**src/rtl/smsp_pkg.sv**
```systemverilog
package smsp_pkg;
   // register byte addresses
   localparam logic [31:0] SMSP_RX_ADDR   = 32'hffff0a04;
   localparam logic [31:0] SMSP_TX_ADDR   = 32'hffff0a08;
   localparam logic [31:0] SMSP_DIV_ADDR  = 32'hffff0a0c;
   localparam logic [31:0] SMSP_CTRL_ADDR = 32'hffff0a10;
   localparam logic [31:0] SMSP_STAT_ADDR = 32'hffff0a14;
   localparam logic [31:0] SMSP_MASK_ADDR = 32'hffff0a18;
   // reset values
   localparam logic [7:0]  SMSP_RX_RST    = 8'h00;
   localparam logic [7:0]  SMSP_TX_RST    = 8'h00;
   localparam logic [7:0]  SMSP_DIV_RST   = 8'h1b;
   localparam logic [15:0] SMSP_CTRL_RST  = 16'h0000;
   localparam logic [3:0]  SMSP_STAT_RST  = 4'h0;
   // writable control bits, reserved ones stay zero
   localparam logic [15:0] SMSP_CTRL_WMSK = 16'h1fef;
   // status bit positions
   localparam int          SMSP_ST_TXE    = 0;
   localparam int          SMSP_ST_RXF    = 1;
   localparam int          SMSP_ST_OVF    = 2;
   localparam int          SMSP_ST_UNF    = 3;
   // master interrupt gates: tx mode hides rx full, rx mode hides tx empty
   localparam logic [3:0]  SMSP_GATE_TX   = 4'hd;
   localparam logic [3:0]  SMSP_GATE_RX   = 4'he;
   // sixteenth serial clock edge closes a byte
   localparam logic [3:0]  SMSP_EDGE_LAST = 4'hf;
   // control register layout
   typedef struct packed {
      logic [2:0] rsv_hi;   // unused
      logic       cont;     // continuous transfer
      logic       loop;     // loopback
      logic       slv_oe;   // slave data output enable
      logic       ss_en;    // master select output enable
      logic       ovw;      // overwrite on overflow
      logic       unf_zero; // send zeros on underflow
      logic       tx_mode;  // start on transmit write
      logic       lsb;      // lsb first
      logic       rsv4;     // reserved
      logic       cpol;     // idle clock level
      logic       cpha;     // early clock pulse
      logic       master;   // master mode
      logic       en;       // port enable
   } smsp_ctrl_t;
   // serial pins as one bundle
   typedef struct packed {
      logic cs_n;
      logic sclk;
      logic mosi;
      logic miso;
   } smsp_pins_t;
   localparam logic [3:0]  SMSP_PINS_RST  = 4'h8;
   // engine states
   typedef enum logic [1:0] {
      SMSP_IDLE  = 2'b00,
      SMSP_SHIFT = 2'b01,
      SMSP_SLAVE = 2'b10
   } smsp_state_t;
endpackage

```
**src/rtl/smsp_clkdiv.sv**
```systemverilog
`timescale 1ns/1ps
module smsp_clkdiv
#(
   parameter int             W = 8
)
(
   input  wire logic         clk,
   input  wire logic         rst_n,
   input  wire logic         run,
   input  wire logic [W-1:0] div,
   output logic              tick
);
   logic [W-1:0] cnt_q; // cycles into the half period

   // one tick every div+1 cycles while running
   assign tick = run & (cnt_q == div);

   // counter restarts whenever the engine stops
   always_ff @(posedge clk or negedge rst_n)
   begin
      if (!rst_n)
         cnt_q <= '0;
      else if (!run || tick)
         cnt_q <= '0;
      else
         cnt_q <= cnt_q + 1'b1;
   end
endmodule // smsp_clkdiv

```
**src/rtl/smsp_sync.sv**
```systemverilog
`timescale 1ns/1ps
module smsp_sync
#(
   parameter int             W       = 4,
   parameter logic [W-1:0]   RST_VAL = '0
)
(
   input  wire logic         clk,
   input  wire logic         rst_n,
   input  wire logic [W-1:0] d,
   output logic      [W-1:0] q
);
   // two flops per bit; first stage feeds only the second
   genvar i;
   generate
      for (i = 0; i < W; i++)
      begin : g_bit
         logic meta_q; // first stage
         always_ff @(posedge clk or negedge rst_n)
         begin
            if (!rst_n)
            begin
               meta_q <= RST_VAL[i];
               q[i]   <= RST_VAL[i];
            end
            else
            begin
               meta_q <= d[i];
               q[i]   <= meta_q;
            end
         end
      end
   endgenerate
endmodule // smsp_sync

```
**src/rtl/smsp_top.sv**
```systemverilog
`timescale 1ns/1ps
module smsp_top
   import smsp_pkg::*;
(
   input  wire logic        CLOCK,
   input  wire logic        NRST,
   input  wire logic        PSEL,
   input  wire logic        PENABLE,
   input  wire logic        PWRITE,
   input  wire logic [31:0] PADDR,
   input  wire logic [31:0] PWDATA,
   output logic      [31:0] PRDATA,
   output logic             PREADY,
   output logic             PSLVERR,
   input  wire logic        SCLK_I,
   output logic             SCLK_O,
   output logic             SCLK_OE,
   input  wire logic        MOSI_I,
   output logic             MOSI_O,
   output logic             MOSI_OE,
   input  wire logic        MISO_I,
   output logic             MISO_O,
   output logic             MISO_OE,
   input  wire logic        CS_N_I,
   output logic             CS_N_O,
   output logic             CS_N_OE,
   output logic             IRQ
);
   // reset release
   logic [1:0]  rst_sync_q;  // reset release chain
   wire         rst_n = rst_sync_q[1];

   // registers
   smsp_ctrl_t  ctrl_q;      // control
   logic [7:0]  div_q;       // clock divider
   logic [7:0]  tx_q;        // transmit byte
   logic        tx_full_q;   // transmit byte waiting
   logic [7:0]  last_tx_q;   // byte sent last
   logic [7:0]  rx_q;        // receive byte
   logic        rx_full_q;   // receive byte unread
   logic        rx_upd_q;    // receive byte stored last cycle
   logic [3:0]  stat_q;      // sticky events
   logic [3:0]  mask_q;      // interrupt mask
   logic        irq_q;       // interrupt level
   logic [31:0] prdata_q;    // read data

   // engine
   smsp_state_t state_q;     // engine state
   smsp_state_t state_d;     // next state
   logic [7:0]  tx_sh_q;     // outgoing shifter
   logic [7:0]  rx_sh_q;     // incoming shifter
   logic        out_q;       // bit on the data output
   logic [3:0]  ecnt_q;      // serial clock edges in this byte
   logic        sclk_q;      // master clock level
   logic        cs_n_q;      // master select level
   logic        sclk_d_q;    // slave clock, last cycle
   logic        cs_d_q;      // slave select, last cycle
   smsp_pins_t  pins_s;      // synchronised pins
   logic        tick;        // master half period

   // reset: asserted at once, released after two edges
   always_ff @(posedge CLOCK or negedge NRST)
   begin
      if (!NRST)
         rst_sync_q <= 2'b00;
      else
         rst_sync_q <= {rst_sync_q[0], 1'b1};
   end

   // pins cross into the core clock through two flops
   smsp_sync #(
      .W       (4),
      .RST_VAL (SMSP_PINS_RST)
   ) u_sync (
      .clk   (CLOCK),
      .rst_n (rst_n),
      .d     ({CS_N_I, SCLK_I, MOSI_I, MISO_I}),
      .q     (pins_s)
   );

   // master half period generator
   smsp_clkdiv #(
      .W (8)
   ) u_div (
      .clk   (CLOCK),
      .rst_n (rst_n),
      .run   (state_q == SMSP_SHIFT),
      .div   (div_q),
      .tick  (tick)
   );

   // bus decode
   wire setup    = PSEL & ~PENABLE;
   wire access   = PSEL & PENABLE;
   wire hit_rx   = PADDR == SMSP_RX_ADDR;
   wire hit_tx   = PADDR == SMSP_TX_ADDR;
   wire hit_div  = PADDR == SMSP_DIV_ADDR;
   wire hit_ctrl = PADDR == SMSP_CTRL_ADDR;
   wire hit_stat = PADDR == SMSP_STAT_ADDR;
   wire hit_mask = PADDR == SMSP_MASK_ADDR;
   wire mapped   = hit_rx | hit_tx | hit_div | hit_ctrl | hit_stat | hit_mask;
   wire wr       = access & PWRITE;
   wire rd_rx    = access & ~PWRITE & hit_rx;
   wire wr_tx    = wr & hit_tx;
   wire wr_div   = wr & hit_div;
   wire wr_ctrl  = wr & hit_ctrl;
   wire wr_stat  = wr & hit_stat;
   wire wr_mask  = wr & hit_mask;
   // a byte stored between setup and access keeps its flag
   wire rd_clr   = rd_rx & ~rx_upd_q;

   // read selection; transmit reads as zero
   wire [31:0] rdata_d =
      hit_rx   ? {24'h0, rx_q}   :
      hit_div  ? {24'h0, div_q}  :
      hit_ctrl ? {16'h0, ctrl_q} :
      hit_stat ? {28'h0, stat_q} :
      hit_mask ? {28'h0, mask_q} : 32'h0;

   assign PRDATA  = prdata_q;
   assign PREADY  = 1'b1;
   assign PSLVERR = access & ~mapped;

   // mode decode
   wire m_on     = ctrl_q.en & ctrl_q.master;
   wire s_on     = ctrl_q.en & ~ctrl_q.master;
   wire in_idle  = state_q == SMSP_IDLE;
   wire in_shift = state_q == SMSP_SHIFT;
   wire in_slave = state_q == SMSP_SLAVE;

   // slave edges seen on the synchronised pins
   wire cs_sel   = ~pins_s.cs_n;
   wire cs_fall  = cs_sel & cs_d_q;
   wire s_rise   = pins_s.sclk & ~sclk_d_q;
   wire s_fall   = ~pins_s.sclk & sclk_d_q;
   wire s_lead   = ctrl_q.cpol ? s_fall : s_rise;
   wire s_trail  = ctrl_q.cpol ? s_rise : s_fall;

   // leading and trailing edges of either role
   wire lead_e   = in_shift ? tick & ~ecnt_q[0] : in_slave & cs_sel & s_lead;
   wire trail_e  = in_shift ? tick & ecnt_q[0] : in_slave & cs_sel & s_trail;
   // early pulse launches on leading, samples on trailing
   wire sample_e = ctrl_q.cpha ? trail_e : lead_e;
   wire launch_e = ctrl_q.cpha ? lead_e : trail_e;
   wire end_e    = trail_e & (ecnt_q == SMSP_EDGE_LAST);

   // transfer starts
   wire m_start  = in_idle & m_on & (ctrl_q.tx_mode ? tx_full_q : rd_rx);
   wire m_more   = in_shift & end_e & ctrl_q.cont & tx_full_q;
   wire s_load   = in_slave & s_on & (cs_fall | (end_e & cs_sel));
   wire ld       = m_start | m_more | s_load;

   // next outgoing byte, with underflow policy
   wire [7:0] tx_pick = tx_full_q       ? tx_q :
                        ctrl_q.unf_zero ? 8'h00 : last_tx_q;

   // incoming bit, looped from own output when testing
   wire rx_in = ctrl_q.loop    ? out_q :
                ctrl_q.master  ? pins_s.miso : pins_s.mosi;
   wire [7:0] rx_shift = ctrl_q.lsb ? {rx_in, rx_sh_q[7:1]} : {rx_sh_q[6:0], rx_in};
   // early pulse samples the last bit on the closing edge itself
   wire [7:0] rx_byte  = ctrl_q.cpha ? rx_shift : rx_sh_q;
   // store unless a full register is protected
   wire st = end_e & (~rx_full_q | ctrl_q.ovw | rd_clr);

   // events
   logic [3:0] ev; // one-cycle event pulses
   assign ev[SMSP_ST_TXE] = ld & tx_full_q;
   assign ev[SMSP_ST_RXF] = st;
   assign ev[SMSP_ST_OVF] = end_e & ~st;
   assign ev[SMSP_ST_UNF] = ld & ~tx_full_q;
   wire [3:0] w1c  = wr_stat ? PWDATA[3:0] : 4'h0;
   // master mode hides rx full in tx mode and tx empty in rx mode
   wire [3:0] gate = ~m_on ? 4'hf :
                     ctrl_q.tx_mode ? SMSP_GATE_TX : SMSP_GATE_RX;

   // first bit and shift of a byte in the chosen order
   function automatic logic first_bit(input logic [7:0] b, input logic lsb);
      first_bit = lsb ? b[0] : b[7];
   endfunction
   function automatic logic [7:0] shift_out(input logic [7:0] b, input logic lsb);
      shift_out = lsb ? {1'b0, b[7:1]} : {b[6:0], 1'b0};
   endfunction

   // state sequencing
   always_comb
   begin
      state_d = state_q;
      case (state_q)
         SMSP_IDLE:
         begin
            if (m_start)
               state_d = SMSP_SHIFT;
            else if (s_on)
               state_d = SMSP_SLAVE;
         end
         SMSP_SHIFT:
         begin
            // drop out when disabled or the byte run ends
            if (!m_on)
               state_d = SMSP_IDLE;
            else if (end_e && !m_more)
               state_d = SMSP_IDLE;
         end
         SMSP_SLAVE:
         begin
            if (!s_on)
               state_d = SMSP_IDLE;
         end
         default:
            state_d = SMSP_IDLE;
      endcase
   end

   // state, select and clock levels
   always_ff @(posedge CLOCK or negedge rst_n)
   begin
      if (!rst_n)
      begin
         state_q <= SMSP_IDLE;
         cs_n_q  <= 1'b1;
         sclk_q  <= 1'b0;
      end
      else
      begin
         state_q <= state_d;
         cs_n_q  <= state_d != SMSP_SHIFT;
         if (!in_shift)
            sclk_q <= ctrl_q.cpol;
         else if (tick)
            sclk_q <= ~sclk_q;
      end
   end

   // edge count and slave edge history
   always_ff @(posedge CLOCK or negedge rst_n)
   begin
      if (!rst_n)
      begin
         ecnt_q   <= 4'h0;
         sclk_d_q <= 1'b0;
         cs_d_q   <= 1'b1;
      end
      else
      begin
         sclk_d_q <= pins_s.sclk;
         cs_d_q   <= pins_s.cs_n;
         if (ld || in_idle || (in_slave && !cs_sel))
            ecnt_q <= 4'h0;
         else if (lead_e || trail_e)
            ecnt_q <= ecnt_q + 4'h1;
      end
   end

   // shifters: a load beats a launch in the same cycle
   always_ff @(posedge CLOCK or negedge rst_n)
   begin
      if (!rst_n)
      begin
         tx_sh_q <= 8'h00;
         rx_sh_q <= 8'h00;
         out_q   <= 1'b0;
      end
      else
      begin
         if (ld)
         begin
            // late pulse needs the first bit before any edge
            tx_sh_q <= ctrl_q.cpha ? tx_pick : shift_out(tx_pick, ctrl_q.lsb);
            if (!ctrl_q.cpha)
               out_q <= first_bit(tx_pick, ctrl_q.lsb);
         end
         else if (launch_e)
         begin
            out_q   <= first_bit(tx_sh_q, ctrl_q.lsb);
            tx_sh_q <= shift_out(tx_sh_q, ctrl_q.lsb);
         end
         if (sample_e)
            rx_sh_q <= rx_shift;
      end
   end

   // transmit holding register
   always_ff @(posedge CLOCK or negedge rst_n)
   begin
      if (!rst_n)
      begin
         tx_q      <= SMSP_TX_RST;
         tx_full_q <= 1'b0;
         last_tx_q <= SMSP_TX_RST;
      end
      else
      begin
         if (wr_tx)
            tx_q <= PWDATA[7:0];
         // a write in the cycle of a load keeps the flag set
         tx_full_q <= wr_tx | (tx_full_q & ~ld);
         if (ld)
            last_tx_q <= tx_pick;
      end
   end

   // receive register
   always_ff @(posedge CLOCK or negedge rst_n)
   begin
      if (!rst_n)
      begin
         rx_q      <= SMSP_RX_RST;
         rx_full_q <= 1'b0;
         rx_upd_q  <= 1'b0;
      end
      else
      begin
         if (st)
            rx_q <= rx_byte;
         // store wins over the clearing read
         rx_full_q <= st | (rx_full_q & ~rd_clr);
         rx_upd_q  <= st;
      end
   end

   // software registers
   always_ff @(posedge CLOCK or negedge rst_n)
   begin
      if (!rst_n)
      begin
         ctrl_q   <= SMSP_CTRL_RST;
         div_q    <= SMSP_DIV_RST;
         mask_q   <= SMSP_STAT_RST;
         stat_q   <= SMSP_STAT_RST;
         irq_q    <= 1'b0;
         prdata_q <= 32'h0;
      end
      else
      begin
         if (wr_ctrl)
            ctrl_q <= PWDATA[15:0] & SMSP_CTRL_WMSK;
         if (wr_div)
            div_q <= PWDATA[7:0];
         if (wr_mask)
            mask_q <= PWDATA[3:0];
         // new events win over a write-one clear
         stat_q <= (stat_q & ~w1c) | ev;
         irq_q  <= |(stat_q & mask_q & gate);
         if (setup)
            prdata_q <= rdata_d;
      end
   end

   // pin drive
   assign SCLK_O  = sclk_q;
   assign SCLK_OE = m_on;
   assign MOSI_O  = out_q;
   assign MOSI_OE = m_on;
   assign MISO_O  = out_q;
   assign MISO_OE = s_on & ctrl_q.slv_oe & cs_sel;
   assign CS_N_O  = cs_n_q;
   assign CS_N_OE = m_on & ctrl_q.ss_en;
   assign IRQ     = irq_q;
endmodule // smsp_top

```
**config.mk**
```make
export PLATFORM = sky130hd
export DESIGN_NAME = smsp_top
export DESIGN_NICKNAME = d
export VERILOG_FILES = /design/src/rtl/smsp_pkg.sv /design/src/rtl/smsp_clkdiv.sv /design/src/rtl/smsp_sync.sv /design/src/rtl/smsp_top.sv
export SDC_FILE = /design/constraint.sdc
export NUM_CORES = 1
export LEC_CHECK = 0
export BUFFER_PORTS_ARGS = -buffer_cell sky130_fd_sc_hd__buf_2
export CAP_MARGIN = 5
export CORE_ASPECT_RATIO = 0.9
export CORE_UTILIZATION = 36
export DETAILED_ROUTE_END_ITERATION = 10
export SLEW_MARGIN = 5
export SYNTH_ARGS = -nofsm -noshare
export SYNTH_HDL_FRONTEND = slang
export SYNTH_HIERARCHICAL = 1
export SYNTH_SLANG_ARGS = --single-unit
```
**constraint.sdc**
```tcl
create_clock -name CLOCK -period 3.24 [get_ports CLOCK]
set_input_delay 0.648 -clock CLOCK [delete_from_list [all_inputs] [get_ports CLOCK]]
set_output_delay 0.648 -clock CLOCK [all_outputs]
set_load 0.01 [all_outputs]
```
==> flow_summary.ini <==
[pwr]
cellLeakagePower_nw = 3.24
p_switching_w = 0.000735
seqPwrFrac_pct = 41.4
internal_power_w = 0.00277
ir_worst_vdd_mv = 0.413
combinationalPowerShare_pct = 2.8
power_frac_clock_pct = 55.7
powerDensity_nw_per_um2 = 502
total_power_w = 0.00350
swShare_pct = 21.0

[floorplan]
dieArea_um2 = 16700
core_um2 = 15600
die_w_um = 136
row_count = 43
start_util_pct = 37.3
chipHeight_um = 123
ios = 116

[worst_setup_path]
crit_fanout = 16
crit_type = flip-flop to flip-flop
cp_data_arrival_time_ns = 3.01
r2r-start = div_q[0]
start_kind = flip-flop
r2r_end = rx_sh_q[1]
worstPathRequired_ns = 3.47
r2r_slack_ns = 0.46
endpoint_kind = flip-flop
rr_worst_depth = 7

[synthesis]
yosysMostFrequentCell = dfrtp_1
yosys.area.top_type = dfrtp_1
ys_seq_area_share_pct = 49.2
syn_area_per_cell_um2 = 10.8
synth_warnings = 6
synth.area.top_cells = dfrtp_1 46%, mux2_2 7.7%, mux2i_1 3.8%
postSynthCellCount = 541
synth_top_area_share_pct = 45.6
synth_area_um2 = 5820
synth_commonest_cells = 106 x dfrtp_1, 50 x nand2_1, 42 x nor2_1, 40 x mux2_2, 37 x o21ai_0
synth_edf_count = 0
ys_types = 57
synth-seq-cells = 114
ys.flop_type = dfrtp_1
async_reset_ff_share_pct = 100

[cells_and_area]
nets = 700
area_growth_pct = 19.9
drive_above_1_share_pct = 30.7
multi_input_area_um2 = 2680
diodes = 0
num-fill-cells = 1441
final_cells = 840
ff_latch_area_um2 = 2870

[grt]
grt_pass1_wl_mm = 22.9
grt_pass1_vias = 4332
gr-total-overflow = 0
grt_antenna_before_repair = 0
grt_max_degree = 60
track_usage_pct = 18.3

[detailed_routing]
vias_per_cell = 5.23
drc = 0
vias = 4390
antenna_left = 0
finalWirelength_mm = 14.0
first_pass_iters = 5
drt-initial-drc-count = 303
wl_per_cell_um = 16.7

[cts]
htreeDepth = 4
postCtsResizedCells = 0
cts_buffers = 17
cts_setup_buffers = 0
clock_sinks = 114
root_buffer = clkbuf_16
cts.reportedPaths.clkPinSlew_ns = 0.05
ctsLongestPathBuffers = 2
cts_tree = built
cts_hold_buf = 1
clkLatencyLatePin_ns = 0.42

[min_path]
min_from = CS_N_I
min_to = u_sync/g_bit[3].meta_q
whs_path_depth = 1
min_path_type = input port to flip-flop

[sta]
setup_tns_ns = 0
worstMarginPinSlew_ns = 1.21
finalCriticalPeriod_ns = 2.78
fin_skew_ns = 0.0103
slew_viol_final = 0
finalHoldViolCount = 0
fin_crit_sh_pct = 85.7
rsz0062_at_grt = false
hold_ws_ns = 0.337
setup-violations-final = 0
maxSlewHeadroom_pct = 17.2
fmax_ghz = 0.360

[place]
gp_congestion = 0.850
dp.cells = 807
hpwl_mm = 9.91
portBuffers = 76

[flow_run]
maxCapViolCount = 0

[outcome]
status = finished clean
-- metal layers --
layer	track usage [%]	up-vias	share of wire, %
li1	-	2068	-
met1	24.6	2197	47
met2	28.6	104	46
met3	3.84	21	4.4
met4	7.85	0	2.1
met5	0	-	0
-- state kept, by name, indices dropped and copies added, names as in the netlist, 4 cells and up --
signal,count
div_q,8
PRDATA,13
stat_q,4
last_tx_q,8
u_sync/g_bit.meta_q,4
tx_sh_q,8
tx_q,8
rx_sh_q,8
u_div/cnt_q,8
u_sync/q,4
rx_q,8
mask_q,4
ctrl_q,12
ecnt_q,4
-- logic make-up (layout without fill, tap and decap cells) --
logic type               Yosys count  count (layout)  synth area share (%)
buffers and inverters             62             140                  6.19
AND/OR/NAND/NOR                  150             150                  13.8
XOR/XNOR                          15              15                  2.51
AO/OA/AOI/OAI                    124             124                  13.5
flip-flops                       114             114                  49.2
adder cells (fa/ha/maj)            2               2                 0.430
multiplexers                      72              72                  14.2
other                              2              21                 0.129
-- worst max-delay path, cell delays in order, from the launching register on --
cell	delay (ns)
dfstp_2	0.55
xor2_1	0.08
nor4_2	0.30
and3_1	0.31
a31oi_1	0.13
buf_4	0.18
mux2i_1	0.89
a21oi_1	0.16
-- layout by cell type, fill, tap and decap left out, types with 6 or more instances in the layout --
cell type / netlist / final
inv_1: 15 / 15
nand3_1: 7 / 7
a31oi_1: 6 / 6
a21oi_1: 34 / 34
buf_2: 3 / 76
o21ai_0: 37 / 37
mux2_2: 40 / 40
clkbuf_16: 0 / 17
nand2b_1: 10 / 10
xor2_1: 10 / 10
a22o_1: 9 / 9
mux2i_1: 22 / 22
buf_4: 23 / 15
nand2_1: 50 / 50
mux2_4: 9 / 9
dfstp_2: 8 / 8
a211oi_1: 15 / 15
nor2_1: 42 / 42
conb_1: 2 / 21
dfrtp_1: 106 / 105
-- power groups by stage --
stage          Clock (W)  Combinational, W  Sequential (W)
2_1_floorplan          0         0.0000513         0.00148
3_5_place_dp           0         0.0000988         0.00148
5_1_grt          0.00205          0.000112         0.00146
3_3_place_gp           0         0.0000954         0.00148
4_1_cts          0.00198         0.0000998         0.00145
6_report         0.00195         0.0000995         0.00145
-- through the flow --
stage / cell area, um^2 / worst slack, ns / util (%)
finish: 6980 / 0.463 / 44.8
global route: 6980 / 0.215 / 44.8
CTS: 6980 / 0.479 / 44.8
detailed placement: 6360 / 0.291 / 40.8
global placement: 6360 / 0.296 / 40.8
floorplan: 5900 / 0.512 / -
-- layout make-up --
type | count | area share (%)
flip-flops and latches | 114 | 41.0
repair buffers | 93 | 7.49
multi-input cells | 384 | 38.3
clock inverters | 11 | 2.29
inverters | 15 | 0.806
clock buffers | 21 | 6.45
well taps | 202 | 3.62
-- worst max path at each step --
stage | end | cells past startpoint | slack, ns | start
finish | rx_sh_q[1] | 7 | 0.46 | div_q[0]
detailed placement | MISO_O | 8 | 0.29 | PADDR[0]
floorplan | MISO_O | 9 | 0.51 | PADDR[0]
global route | rx_sh_q[4] | 8 | 0.22 | div_q[0]
CTS | rx_sh_q[1] | 7 | 0.48 | div_q[0]
global placement | MISO_O | 8 | 0.30 | PADDR[0]
(Power assumes the default switching activity.)
